### config.mk
export PLATFORM = sky130hd
export DESIGN_NAME = pmc_top
export DESIGN_NICKNAME = d
export VERILOG_FILES = /design/src/rtl/pmc_resolver.v /design/src/rtl/pmc_top.v
export VERILOG_INCLUDE_DIRS = /design/src /design/src/rtl
export SDC_FILE = /design/constraint.sdc
export NUM_CORES = 1
export LEC_CHECK = 0
export BUFFER_PORTS_ARGS = -buffer_cell sky130_fd_sc_hd__buf_2
export CORE_MARGIN = 1
export CORE_UTILIZATION = 50
export DETAILED_ROUTE_END_ITERATION = 16
export PLACE_DENSITY = 0.77
export SYNTH_ARGS = -nofsm -noshare
export SYNTH_HDL_FRONTEND = slang
export SYNTH_SLANG_ARGS = --single-unit
### constraint.sdc
create_clock -name MCLK -period 12.19 [get_ports MCLK]
set_clock_uncertainty 0.2 [all_clocks]
set_input_delay 1.219 -clock MCLK [delete_from_list [all_inputs] [get_ports MCLK]]
set_output_delay 1.219 -clock MCLK [all_outputs]
set_load 0.01 [all_outputs]
### src/rtl/pmc_map.vh
`ifndef PMC_MAP_VH
`define PMC_MAP_VH

// Register indices; byte address is four times the index
`define PMC_IDX_PCMD    4'h0
`define PMC_IDX_PMASK   4'h1
`define PMC_IDX_SCMD    4'h2
`define PMC_IDX_SMASK   4'h3
`define PMC_IDX_STS     4'h4
`define PMC_IDX_IMSK    4'h5
`define PMC_IDX_ISR     4'h6
`define PMC_IDX_IRR     4'h7
`define PMC_IDX_LAST    4'h7

`define PMC_AW          6

// Command byte fields
`define PMC_F_INIT      4
`define PMC_F_STAT      3
`define PMC_F_ICW4      0

// Priority command codes, bits 7-5
`define PMC_C_NSEOI     3'h1
`define PMC_C_NOP       3'h2
`define PMC_C_SEOI      3'h3
`define PMC_C_RNSEOI    3'h5
`define PMC_C_SETPRI    3'h6
`define PMC_C_RSEOI     3'h7

// Reset values and the spurious-acknowledge vector
`define PMC_MASK_RST    16'hffff
`define PMC_LOW_RST     6'h3f
`define PMC_SPUR_VEC    4'h7

// Primary level that carries the secondary's requests
`define PMC_CASCADE     3'h2
`define PMC_EDGE_USED   16'hfffb

// Sticky event bits
`define PMC_EV_EOI      0
`define PMC_EV_ACK      1
`define PMC_EV_SPUR     2
`define PMC_EV_RSVD     3

`define PMC_RESP_OKAY   2'h0
`define PMC_RESP_SLVERR 2'h2

`endif

### src/rtl/pmc_resolver.v
`timescale 1ns/10ps
`default_nettype none

module pmc_resolver (
  input  wire [7:0] req,
  input  wire [7:0] in_service_register,
  input  wire [2:0] low,
  output reg        req_valid,
  output reg  [2:0] req_lvl,
  output reg        top_valid,
  output reg  [2:0] top_lvl
);

  reg [2:0] lvl;
  reg [3:0] req_rank;
  reg [3:0] top_rank;
  integer   k;

  // Rank 0 is the level just above the lowest one
  always @* begin
    lvl       = 3'h0;
    req_rank  = 4'h8;
    top_rank  = 4'h8;
    req_lvl   = 3'h0;
    top_lvl   = 3'h0;
    for (k = 7; k >= 0; k = k - 1) begin
      lvl = low + 3'h1 + k[2:0];
      if (req[lvl]) begin
        req_rank = k[3:0];
        req_lvl  = lvl;
      end
      if (in_service_register[lvl]) begin
        top_rank = k[3:0];
        top_lvl  = lvl;
      end
    end
    top_valid = (top_rank != 4'h8);
    // Equal or lower priority than an in-service level is held off
    req_valid = (req_rank < top_rank);
  end

endmodule // pmc_resolver

`default_nettype wire

### src/rtl/pmc_top.v
// What this block does
// - Mask location reads back the mask
// - Mask bit one blocks its request line
// - Bit n is level n, or n+8
// - Primary level two mask blocks secondary
// - Priority command recognised when bits 4-3 zero
// - Decode end-of-service, no-op, reserved codes
// - Specific end-of-service uses low three bits
// - Codes 101, 111 rotate with end-of-service
// - Code 110 sets priority for named level
// - Level field used only with select flag
// - Level field is plain binary level number
// - Bit 4 starts init; 01 is status command
// - In-service holds acknowledged, unfinished levels
// - In-service blocks equal and lower priority
`include "pmc_map.vh"
`timescale 1ns/10ps
`default_nettype none

module pmc_top (
  input  wire                MCLK,
  input  wire                RST,
  input  wire [`PMC_AW-1:0]  S_AXI_AWADDR,
  input  wire                S_AXI_AWVALID,
  output reg                 S_AXI_AWREADY,
  input  wire [31:0]         S_AXI_WDATA,
  input  wire [3:0]          S_AXI_WSTRB,
  input  wire                S_AXI_WVALID,
  output reg                 S_AXI_WREADY,
  output reg  [1:0]          S_AXI_BRESP,
  output reg                 S_AXI_BVALID,
  input  wire                S_AXI_BREADY,
  input  wire [`PMC_AW-1:0]  S_AXI_ARADDR,
  input  wire                S_AXI_ARVALID,
  output reg                 S_AXI_ARREADY,
  output reg  [31:0]         S_AXI_RDATA,
  output reg  [1:0]          S_AXI_RRESP,
  output reg                 S_AXI_RVALID,
  input  wire                S_AXI_RREADY,
  input  wire [15:0]         IRQ_IN,
  input  wire                INTA_IN,
  output reg                 INT_OUT,
  output reg  [3:0]          VECTOR,
  output reg                 IRQ
);

  function [3:0] reg_idx;
    input [`PMC_AW-1:0] a;
    reg_idx = a[5:2];
  endfunction

  ////////////////////////////////////////////////////////////////////////////
  reg [`PMC_AW-1:0] awaddr_q;
  reg [7:0]         wbyte_q;
  reg               wlane_q;
  reg               aw_full_q;
  reg               w_full_q;
  reg [15:0]        mask_q, mask_d;
  reg [15:0]        isr_q, isr_d;
  reg [15:0]        irr_q, irr_d;
  reg [5:0]         low_q, low_d;
  reg [3:0]         init_q, init_d;
  reg [15:0]        scmd_q, scmd_d;
  reg [3:0]         sts_q, sts_d;
  reg [3:0]         imsk_q, imsk_d;
  reg [3:0]         vec_d;
  reg [15:0]        irq_s1_q, irq_s2_q, irq_s3_q;
  reg               inta_s1_q, inta_s2_q, inta_s3_q;
  reg [15:0]        isr_set, irr_clr;
  reg [3:0]         ev;
  reg [31:0]        rd_mux;
  reg [2:0]         lv;
  reg [2:0]         top;
  integer           c;

  wire        p_val, s_val, p_topv, s_topv;
  wire [2:0]  p_lvl, s_lvl, p_top, s_top;
  wire [3:0]  widx    = reg_idx(awaddr_q);
  wire [3:0]  ridx    = reg_idx(S_AXI_ARADDR);
  wire        wr_go   = aw_full_q & w_full_q & ~S_AXI_BVALID;
  wire        do_wr   = wr_go & wlane_q;
  wire [7:0]  wd      = wbyte_q;
  wire [1:0]  hit     = {do_wr & (widx[3:1] == 3'h1), do_wr & (widx[3:1] == 3'h0)};
  wire        ack_evt = inta_s2_q & ~inta_s3_q;
  wire [5:0]  tops    = {s_top, p_top};
  wire [1:0]  topv    = {s_topv, p_topv};
  wire [15:0] active  = irr_q & ~mask_q;

  ////////////////////////////////////////////////////////////////////////////
  // Secondary output enters primary level two, so its mask gates it
  pmc_resolver u_sec (
    .req       (active[15:8]),
    .in_service_register       (isr_q[15:8]),
    .low       (low_q[5:3]),
    .req_valid (s_val),
    .req_lvl   (s_lvl),
    .top_valid (s_topv),
    .top_lvl   (s_top)
  );

  pmc_resolver u_pri (
    .req       ({active[7:3], s_val & ~mask_q[2], active[1:0]}),
    .in_service_register       (isr_q[7:0]),
    .low       (low_q[2:0]),
    .req_valid (p_val),
    .req_lvl   (p_lvl),
    .top_valid (p_topv),
    .top_lvl   (p_top)
  );

  ////////////////////////////////////////////////////////////////////////////
  always @* begin
    mask_d  = mask_q;
    isr_d   = isr_q;
    low_d   = low_q;
    init_d  = init_q;
    scmd_d  = scmd_q;
    vec_d   = VECTOR;
    isr_set = 16'h0000;
    irr_clr = 16'h0000;
    ev      = 4'h0;
    lv      = wd[2:0];
    top     = 3'h0;
    if (ack_evt) begin
      if (p_val) begin
        ev[`PMC_EV_ACK]     = 1'b1;
        isr_set[{1'b0, p_lvl}] = 1'b1;
        irr_clr[{1'b0, p_lvl}] = 1'b1;
        if (p_lvl == `PMC_CASCADE) begin
          if (s_val) begin
            isr_set[{1'b1, s_lvl}] = 1'b1;
            irr_clr[{1'b1, s_lvl}] = 1'b1;
            vec_d = {1'b1, s_lvl};
          end else begin
            vec_d = {1'b1, 3'h7};
          end
        end else begin
          vec_d = {1'b0, p_lvl};
        end
      end else begin
        ev[`PMC_EV_SPUR] = 1'b1;
        vec_d = `PMC_SPUR_VEC;
      end
    end
    for (c = 0; c < 2; c = c + 1) begin
      top = tops[c*3 +: 3];
      if (hit[c] && !widx[0]) begin
        if (wd[`PMC_F_INIT]) begin
          init_d[c*2 +: 2]  = wd[`PMC_F_ICW4] ? 2'h3 : 2'h2;
          isr_d[c*8 +: 8]   = 8'h00;
          low_d[c*3 +: 3]   = 3'h7;
        end else if (wd[`PMC_F_STAT]) begin
          scmd_d[c*8 +: 8]  = wd;
        end else begin
          case (wd[7:5])
            `PMC_C_NSEOI: begin
              if (topv[c]) isr_d[c*8 + top] = 1'b0;
              ev[`PMC_EV_EOI] = 1'b1;
            end
            `PMC_C_SEOI: begin
              isr_d[c*8 + lv] = 1'b0;
              ev[`PMC_EV_EOI] = 1'b1;
            end
            `PMC_C_RNSEOI: begin
              if (topv[c]) begin
                isr_d[c*8 + top] = 1'b0;
                low_d[c*3 +: 3]  = top;
              end
              ev[`PMC_EV_EOI] = 1'b1;
            end
            `PMC_C_RSEOI: begin
              isr_d[c*8 + lv] = 1'b0;
              low_d[c*3 +: 3] = lv;
              ev[`PMC_EV_EOI] = 1'b1;
            end
            `PMC_C_SETPRI: begin
              low_d[c*3 +: 3] = lv;
            end
            `PMC_C_NOP: begin
            end
            default: begin
              ev[`PMC_EV_RSVD] = 1'b1;
            end
          endcase
        end
      end else if (hit[c] && widx[0]) begin
        // Odd writes feed init words until the sequence is done
        if (init_q[c*2 +: 2] != 2'h0) begin
          init_d[c*2 +: 2] = init_q[c*2 +: 2] - 2'h1;
        end else begin
          mask_d[c*8 +: 8] = wd;
        end
      end
    end
    // A new acknowledge wins over a same-cycle end-of-service
    isr_d = isr_d | isr_set;
    irr_d = (irr_q & ~irr_clr) | (irq_s2_q & ~irq_s3_q & `PMC_EDGE_USED);
  end

  always @* begin
    imsk_d = imsk_q;
    sts_d  = sts_q;
    if (do_wr && widx == `PMC_IDX_IMSK) imsk_d = wd[3:0];
    if (do_wr && widx == `PMC_IDX_STS) sts_d = sts_q & ~wd[3:0];
    sts_d = sts_d | ev;
  end

  always @* begin
    case (ridx)
      `PMC_IDX_PMASK: rd_mux = {24'h000000, mask_q[7:0]};
      `PMC_IDX_SMASK: rd_mux = {24'h000000, mask_q[15:8]};
      `PMC_IDX_STS:   rd_mux = {28'h0000000, sts_q};
      `PMC_IDX_IMSK:  rd_mux = {28'h0000000, imsk_q};
      `PMC_IDX_ISR:   rd_mux = {16'h0000, isr_q};
      `PMC_IDX_IRR:   rd_mux = {16'h0000, irr_q};
      default:        rd_mux = 32'h00000000;
    endcase
  end

  ////////////////////////////////////////////////////////////////////////////
  // Synchronisers; stage three only serves edge detection
  always @(posedge MCLK) begin
    if (RST) begin
      irq_s1_q  <= 16'h0000;
      irq_s2_q  <= 16'h0000;
      irq_s3_q  <= 16'h0000;
      inta_s1_q <= 1'b0;
      inta_s2_q <= 1'b0;
      inta_s3_q <= 1'b0;
    end else begin
      irq_s1_q  <= IRQ_IN;
      irq_s2_q  <= irq_s1_q;
      irq_s3_q  <= irq_s2_q;
      inta_s1_q <= INTA_IN;
      inta_s2_q <= inta_s1_q;
      inta_s3_q <= inta_s2_q;
    end
  end

  always @(posedge MCLK) begin
    if (RST) begin
      mask_q  <= `PMC_MASK_RST;
      isr_q   <= 16'h0000;
      irr_q   <= 16'h0000;
      low_q   <= `PMC_LOW_RST;
      init_q  <= 4'h0;
      scmd_q  <= 16'h0000;
      sts_q   <= 4'h0;
      imsk_q  <= 4'h0;
      VECTOR  <= 4'h0;
      INT_OUT <= 1'b0;
      IRQ     <= 1'b0;
    end else begin
      mask_q  <= mask_d;
      isr_q   <= isr_d;
      irr_q   <= irr_d;
      low_q   <= low_d;
      init_q  <= init_d;
      scmd_q  <= scmd_d;
      sts_q   <= sts_d;
      imsk_q  <= imsk_d;
      VECTOR  <= vec_d;
      INT_OUT <= p_val;
      IRQ     <= |(sts_d & imsk_d);
    end
  end

  ////////////////////////////////////////////////////////////////////////////
  // Address and data are held independently; one write in flight
  always @(posedge MCLK) begin
    if (RST) begin
      awaddr_q      <= {`PMC_AW{1'b0}};
      wbyte_q       <= 8'h00;
      wlane_q       <= 1'b0;
      aw_full_q     <= 1'b0;
      w_full_q      <= 1'b0;
      S_AXI_AWREADY <= 1'b1;
      S_AXI_WREADY  <= 1'b1;
      S_AXI_BVALID  <= 1'b0;
      S_AXI_BRESP   <= `PMC_RESP_OKAY;
    end else begin
      if (S_AXI_AWVALID && S_AXI_AWREADY) begin
        awaddr_q      <= S_AXI_AWADDR;
        aw_full_q     <= 1'b1;
        S_AXI_AWREADY <= 1'b0;
      end
      if (S_AXI_WVALID && S_AXI_WREADY) begin
        wbyte_q      <= S_AXI_WDATA[7:0];
        wlane_q      <= S_AXI_WSTRB[0];
        w_full_q     <= 1'b1;
        S_AXI_WREADY <= 1'b0;
      end
      if (wr_go) begin
        aw_full_q    <= 1'b0;
        w_full_q     <= 1'b0;
        S_AXI_BVALID <= 1'b1;
        S_AXI_BRESP  <= (widx > `PMC_IDX_LAST) ? `PMC_RESP_SLVERR : `PMC_RESP_OKAY;
      end
      if (S_AXI_BVALID && S_AXI_BREADY) begin
        S_AXI_BVALID  <= 1'b0;
        S_AXI_AWREADY <= 1'b1;
        S_AXI_WREADY  <= 1'b1;
      end
    end
  end

  always @(posedge MCLK) begin
    if (RST) begin
      S_AXI_ARREADY <= 1'b1;
      S_AXI_RVALID  <= 1'b0;
      S_AXI_RDATA   <= 32'h00000000;
      S_AXI_RRESP   <= `PMC_RESP_OKAY;
    end else begin
      if (S_AXI_ARVALID && S_AXI_ARREADY) begin
        S_AXI_ARREADY <= 1'b0;
        S_AXI_RVALID  <= 1'b1;
        S_AXI_RDATA   <= rd_mux;
        S_AXI_RRESP   <= (ridx > `PMC_IDX_LAST) ? `PMC_RESP_SLVERR : `PMC_RESP_OKAY;
      end
      if (S_AXI_RVALID && S_AXI_RREADY) begin
        S_AXI_RVALID  <= 1'b0;
        S_AXI_ARREADY <= 1'b1;
      end
    end
  end

endmodule // pmc_top

`default_nettype wire

* Word-level counts from Yosys, hierarchy flattened
Cells that the tools add are included.
Widths: inputs -> output; s select.
** Word-level totals
- Bits in registers :: 181
- Input port bits :: 72
- Output and inout port bits :: 47
- Logic and storage cells :: 382
** Cells by class
- Add/subtract/negate cells :: 20
- $lt $le $gt $ge :: 32
- Equal/unequal tests :: 23
- Mux-type cells :: 199
- Bitwise logic cells :: 35
- Reductions and logical operators :: 41
** Operators with widths (count)
- $mux 16 :: 10
- $mux 4 :: 36
- $mux 3 :: 39
- $and 16x16->16 :: 7
- $bmux 1 s3 :: 32
- $pmux 16 s6 :: 1
- $not 16->16 :: 5
- $lt 3x4->1 const B :: 16
- $pmux 16 s2 :: 2
- $mux 1 :: 57
- $mux 8 :: 4
- $not 8->16 :: 2
- $or 16x16->16 :: 2
- $add 3x3->3 const B :: 8
- $eq 4x3->1 const B :: 6
- $mux 2 :: 10
- $logic_and 1x1->1 :: 17
- $or 8x16->16 :: 1
- $lt 3x5->1 const B :: 3
- $add 3x1->3 const B :: 4
- $add 3x2->3 const B :: 4
- $demux 1 s3 :: 4
- $pmux 3 s2 :: 2
- $reduce_and 3->1 :: 4
- 32 further kinds :: 74

* Depth between registers and ports, before layout
- Word-level depth :: 36
- Depth in mapped cells :: 33

* By module
A second synthesis with hierarchy kept.
** Second synthesis, totals
- Cells, all modules :: 1229
- Area total of the unflattened synthesis :: 10561.4 µm²
** Modules (own cells, without submodules)
- pmc_top :: times used 1, cells an instance 771, area an instance 6580.1 µm², sequential area each 3163.0 µm²
- pmc_resolver :: times used 2, cells an instance 229, area an instance 1990.7 µm², sequential area each 0.0 µm²

* Worst setup path after synthesis
Ideal clock, no wire load.
- Kind :: register -> register
- Start :: register low_q[3]
- End :: register isr_q[10]
- Setup time :: 0.087 ns
- Arrival time :: 6.356 ns
- Data required time :: 11.903 ns
- Path slack :: 5.547 ns
- Stages on the path, launching flop included :: 32
- Path buffers :: 5
- Period minus slack after synthesis :: 6.643 ns
- Cells stage by stage :: dfxtp_1 > inv_1 > buf_2 > clkbuf_1 > ha_1 > buf_6 > buf_6 > mux4_2 > nor2b_1 > a21o_1 > or2_2 > nor2_1 > nand2_1 > ha_1 > o21ai_0 > a21boi_0 > nand2_1 > and3_1 > a211oi_1 > o31a_1 > nand2b_1 > or3_1 > nor2_1 > ha_1 > a21oi_1 > and2_1 > nand2_1 > nor3_1 > o21ai_2 > or2_1 > buf_2 > o31ai_1
** On the way
- Cells in the longest elaborated chain, start to end :: 29
- Elaborated cells between the ends (all ways) :: 133
- Those cells by class :: add/sub: 9; order compare: 6; eq/ne: 2; mux: 109; bitwise: 5; reduce/logical: 2
** Ends and longest elaborated chain
- start: declaration :: line pmc_top.v:61 : reg [5:0] low_q, low_d;
- start signal: assignment :: line pmc_top.v:245 : low_q <= `PMC_LOW_RST;
- start signal: assignment :: line pmc_top.v:257 : low_q <= low_d;
- $add 3x1->3 (*) :: line pmc_resolver.v:27 : lvl = low + 3'h1 + k[2:0];
- parallel branches: the longest is 27 deep, another holds $lt 4x4->1
- $or 16x16->16 (*) :: line pmc_top.v:196 : isr_d = isr_d | isr_set;
- end signal: assignment :: line pmc_top.v:255 : isr_q <= isr_d;
- end: declaration :: line pmc_top.v:59 : reg [15:0] isr_q, isr_d;
Every way passes the cells marked *. The select of a mux whose other input is x is not followed.
A chain may end at the register's enable or synchronous reset.

* Final worst setup path
- Start :: register low_q[3]
- End :: register isr_q[11]
The elaborated chain is that of the path after synthesis.

==> summary.txt <==
CTS
  – Count of cells resized by post-cts repair: 0
  – Number of clock buffers inserted by TritonCTS: 17
  – Clock Root Buffer: sky130_fd_sc_hd__clkbuf_16
  – Worst-skew pair later-pin latency: between 0.4 and 0.5 ns
  – Maximum buffer depth of the clock tree: 2
  – H-tree depth: 4
  – Clock tree from TritonCTS: yes
  – Clock slew seen by the registers of the worst setup and hold paths: 0.07 ns
  – Clock Sink Count: between 150 and 200
  – Post-CTS setup-driven buffer insertion count: 0
  – Number of buffers inserted by hold repair at cts: 0

Pwr
  – Part of the total power dissipated in sequential elements: around half
  – P_leak: 4.49 nW
  – Switching Power: 0.299 mW
  – Internal power: 0.836 mW
  – Switching portion of total power: 26.4%
  – Clock Power Share: 46.0%
  – Fraction of power consumed by combinational cells: 5.7%
  – Total Power: 1.13 mW
  – IR drop worst, VDD: between 0.0001 and 0.00015 V
  – Power density cells: between 90 and 100 mW/mm^2

Synth
  – Synthesis warning total: 0
  – Asr flop ratio synth: 0%
  – Number of synthesized register bits: 158
  – Synth Area in Simple Gates: roughly 25%
  – Avg Synthesized Cell Area: 8.06 sq um
  – Synth Instances: 1316
  – Post-synthesis share of cell area spent on xor and xnor gates: 1.52%
  – Post-synth top flop: sky130_fd_sc_hd__dfxtp_1
  – Part of the Yosys area used for sequential elements: ~30%
  – Number of enable flip-flop cells after synthesis: 0
  – Distinct cell type count of the synthesized netlist: 84
  – Synth Area in Compound Gates: between 20% and 30%
  – Post-Syn Area: 0.0106 sq mm
  – Multiplexer share of the synthesized area: around an eighth
  – Largest family of logic cells by synthesized area: simple AND/OR/NAND/NOR gates
  – Synthesized-area fraction occupied by adder cells: under 10%

Layout
  – ANT cells: 0
  – Nets: roughly 1400
  – Seq. cell area: 0.00316 sq mm
  – Highest-count cells in the layout ignoring fill and taps: sky130_fd_sc_hd__dfxtp_1 (158), sky130_fd_sc_hd__nand2_1 (144), sky130_fd_sc_hd__nor2_1 (129)
  – Non-filler cells, final: 1619
  – Multi-input logic area: 0.00690 sq mm
  – Final-layout fill cell count: 1840
  – Layout cell share with drive strength beyond 1: between 10% and 20%
  – Post-layout util: around 56%
  – Area growth, synth to finish: 9.00%
  – Most frequent standard cell in the layout excluding fill and tap cells: sky130_fd_sc_hd__dfxtp_1

Setup path
  – WP data arrival: 8.88 ns
  – Worst R2R Start: low_q[3]
  – CP Launch Point: low_q[3]
  – Critical setup path kind: reg -> reg
  – Slowest stage cell on the critical path: sky130_fd_sc_hd__ha_1
  – Critical Path Source Type: flip-flop
  – Flop-to-flop setup slack: 3.43 ns
  – Data required time of the critical path: 12.31 ns
  – Most frequent cell on the critical path: sky130_fd_sc_hd__nand2_1
  – Critical path capture point type: flip-flop
  – Highest fanout seen on the critical path: 32
  – Delay of the slowest critical-path stage: 0.99 ns

STA
  – Remaining max-slew budget at the tightest pin: between 20% and 30%
  – Post-route setup TNS: 0 ns
  – Ratio of final minimum period to clock period: 71.9%
  – Total setup violations reported at the end of the flow: 0
  – Crit path time final: 8.76 ns
  – Max-slew violation count: 0
  – Timing-limited maximum frequency: approximately 110 MHz
  – Worst Tran Pin Value: 1.13 ns
  – Final-report hold violation count: 0
  – Post-route worst setup slack: 3.43 ns
  – Setup repair after global routing missed its margin: false

GRT
  – Wire length of the first global-routing pass: 48200 microns
  – Maximum number of pins on one net before global-route repair: 83
  – Global-route total usage across every layer: 27.7%
  – Number of global-route vias before repair: 9267
  – Remaining global-route overflow: 0
  – Initial antenna violation count: 0

Status
  – Outcome: complete, no violations

Placement
  – # placed instances: around 1600
  – Dpl ws: roughly 3.6 ns
  – Number of buffers inserted by port buffering: 68
  – Final HPWL from detailed placement: 21700 microns
  – GPL Wtd Cong: 0.975

Route
  – Via count: 10222
  – Met2 Wirelength: 13900 microns
  – Vias per Instance: 6.31
  – DR DRC count: 0
  – Top layer reached by signal wires: met4
  – Final routed wirelength across all metal layers: around 30000 microns
  – Count of TritonRoute iterations in the first routing pass: 6
  – Routed length per placed instance: 18.6 microns
  – 1st-iter DRT viols: 917
  – Routed Antenna Nets: 0
  – Met3 Routed Length: 2280 microns
  – Routed length on met1: approximately 13000 microns

Floorplanning
  – Row cnt: 52
  – Effective utilization at floorplan: around half
  – Die height: 148 microns
  – Total core area: 0.0205 sq mm
  – Floorplan die area: 0.0218 sq mm
  – Number of top-level design ports: 119
  – Overall die width: 148 microns

Run
  – MaxCap Viol Count: 0

Min path
  – Class of the tightest hold or removal check: reg -> reg
  – Startpoint of the most critical hold path: irq_s1_q[7]
[state kept, by name, indices dropped and copies added (netlist names), 4 cells and up]
signal,cells
isr_q,16
low_q,6
S_AXI_RDATA,16
irq_s2_q,15
irq_s1_q,15
imsk_q,4
irr_q,16
awaddr_q,4
wbyte_q,8
init_q,4
sts_q,4
VECTOR,4
mask_q,16
irq_s3_q,15
[per-layer routing]
metal / vias up / GRT usage (%)
li1: 4819 / -
met1: 4846 / 38.0
met2: 481 / 44.8
met3: 76 / 3.33
met4: 0 / 9.64
met5: - / 0
[worst paths after layout]
| path | end | depth (start not counted) |
|---|---|---|
| hold / removal | irq_s2_q[7] | 1 |
| hold reg to reg | irq_s2_q[7] | 1 |
| setup reg to reg | isr_q[11] | 28 |
| setup / recovery | isr_q[11] | 28 |
[area by class of cell]
class	instances	area share (%)
clock inverters	14	1.30
inverters	43	1.40
clock buffers	18	3.80
flip-flops and latches	158	27.4
well taps	270	2.92
repair buffers	77	3.55
multi-input cells	1039	59.7
[logic make-up after synthesis]
group           Yosys count
compound gates          379
xor+xnor                 11
fa+ha+maj                12
buf+inv                 136
flops                   158
mux                      88
other cells               1
simple gates            531
[through the flow]
stage                     area (sq um)  hold slack, ns
final                            11600           0.237
after global routing             11600           0.257
after CTS                        11600           0.242
after detailed placement         11000           0.225
after global placement           11000           0.215
after floorplan                  10700           0.214
[worst max-delay path, delay by kind of cell, from the launching register on]
kind | cells | cell delay (ns)
AOI/OAI and AO/OA | 8 | 2.23
and+or+nand+nor | 12 | 2.11
xor gates and xnor gates | 1 | 0.52
buffers and inverters | 3 | 1.25
muxes | 1 | 0.39
DFF | 1 | 0.31
adders and majority gates | 3 | 1.62
[power groups by stage]
stage	combinational, mW	clock (mW)	sequential [mW]
after global routing	0.0712	0.543	0.550
after detailed placement	0.0632	0	0.559
final	0.0642	0.523	0.548
after CTS	0.0637	0.525	0.547
after floorplan	0.0525	0	0.551
after global placement	0.0619	0	0.558
[synthesized netlist by cell type (5+ instances only)]
| cell type | instances | area [sq um] |
|---|---|---|
| sky130_fd_sc_hd__o21ai_1 | 5 | 25.0 |
| sky130_fd_sc_hd__mux2i_1 | 42 | 420 |
| sky130_fd_sc_hd__o21ai_0 | 63 | 315 |
| sky130_fd_sc_hd__o21a_1 | 6 | 45.0 |
| sky130_fd_sc_hd__a22oi_1 | 27 | 203 |
| sky130_fd_sc_hd__dfxtp_1 | 158 | 3160 |
| sky130_fd_sc_hd__nand2_1 | 144 | 541 |
| sky130_fd_sc_hd__a221oi_1 | 9 | 78.8 |
| sky130_fd_sc_hd__o22ai_1 | 10 | 62.6 |
| sky130_fd_sc_hd__nor2b_1 | 80 | 500 |
| sky130_fd_sc_hd__a31oi_1 | 9 | 56.3 |
| sky130_fd_sc_hd__clkbuf_1 | 53 | 199 |
| sky130_fd_sc_hd__nor3b_1 | 10 | 75.1 |
| sky130_fd_sc_hd__mux4_2 | 33 | 743 |
| sky130_fd_sc_hd__ha_1 | 12 | 150 |
| sky130_fd_sc_hd__a21o_1 | 6 | 45.0 |
| sky130_fd_sc_hd__nand3_1 | 29 | 145 |
| sky130_fd_sc_hd__buf_4 | 18 | 135 |
| sky130_fd_sc_hd__nor3_1 | 28 | 140 |
| sky130_fd_sc_hd__inv_1 | 41 | 154 |
| sky130_fd_sc_hd__and2_1 | 5 | 31.3 |
| sky130_fd_sc_hd__o31ai_1 | 17 | 128 |
| sky130_fd_sc_hd__nand2b_1 | 44 | 275 |
| sky130_fd_sc_hd__nor4_1 | 11 | 68.8 |
| sky130_fd_sc_hd__a211o_1 | 14 | 123 |
| sky130_fd_sc_hd__nand3b_1 | 13 | 97.6 |
| sky130_fd_sc_hd__o2bb2ai_1 | 9 | 78.8 |
| sky130_fd_sc_hd__buf_1 | 8 | 30.0 |
| sky130_fd_sc_hd__a32o_1 | 5 | 50.1 |
| sky130_fd_sc_hd__a211oi_1 | 12 | 90.1 |
| sky130_fd_sc_hd__o2111ai_1 | 5 | 43.8 |
| sky130_fd_sc_hd__a31o_2 | 5 | 43.8 |
| sky130_fd_sc_hd__buf_2 | 12 | 60.1 |
| sky130_fd_sc_hd__or2_2 | 11 | 68.8 |
| sky130_fd_sc_hd__a311oi_1 | 6 | 52.6 |
| sky130_fd_sc_hd__nand4_1 | 6 | 37.5 |
| sky130_fd_sc_hd__mux2_2 | 13 | 146 |
| sky130_fd_sc_hd__nor2_1 | 129 | 484 |
| sky130_fd_sc_hd__and3_1 | 7 | 43.8 |
| sky130_fd_sc_hd__o21bai_1 | 5 | 37.5 |
| sky130_fd_sc_hd__o211ai_1 | 8 | 60.1 |
| sky130_fd_sc_hd__a21oi_1 | 102 | 510 |
(Power assumes the default switching activity.)
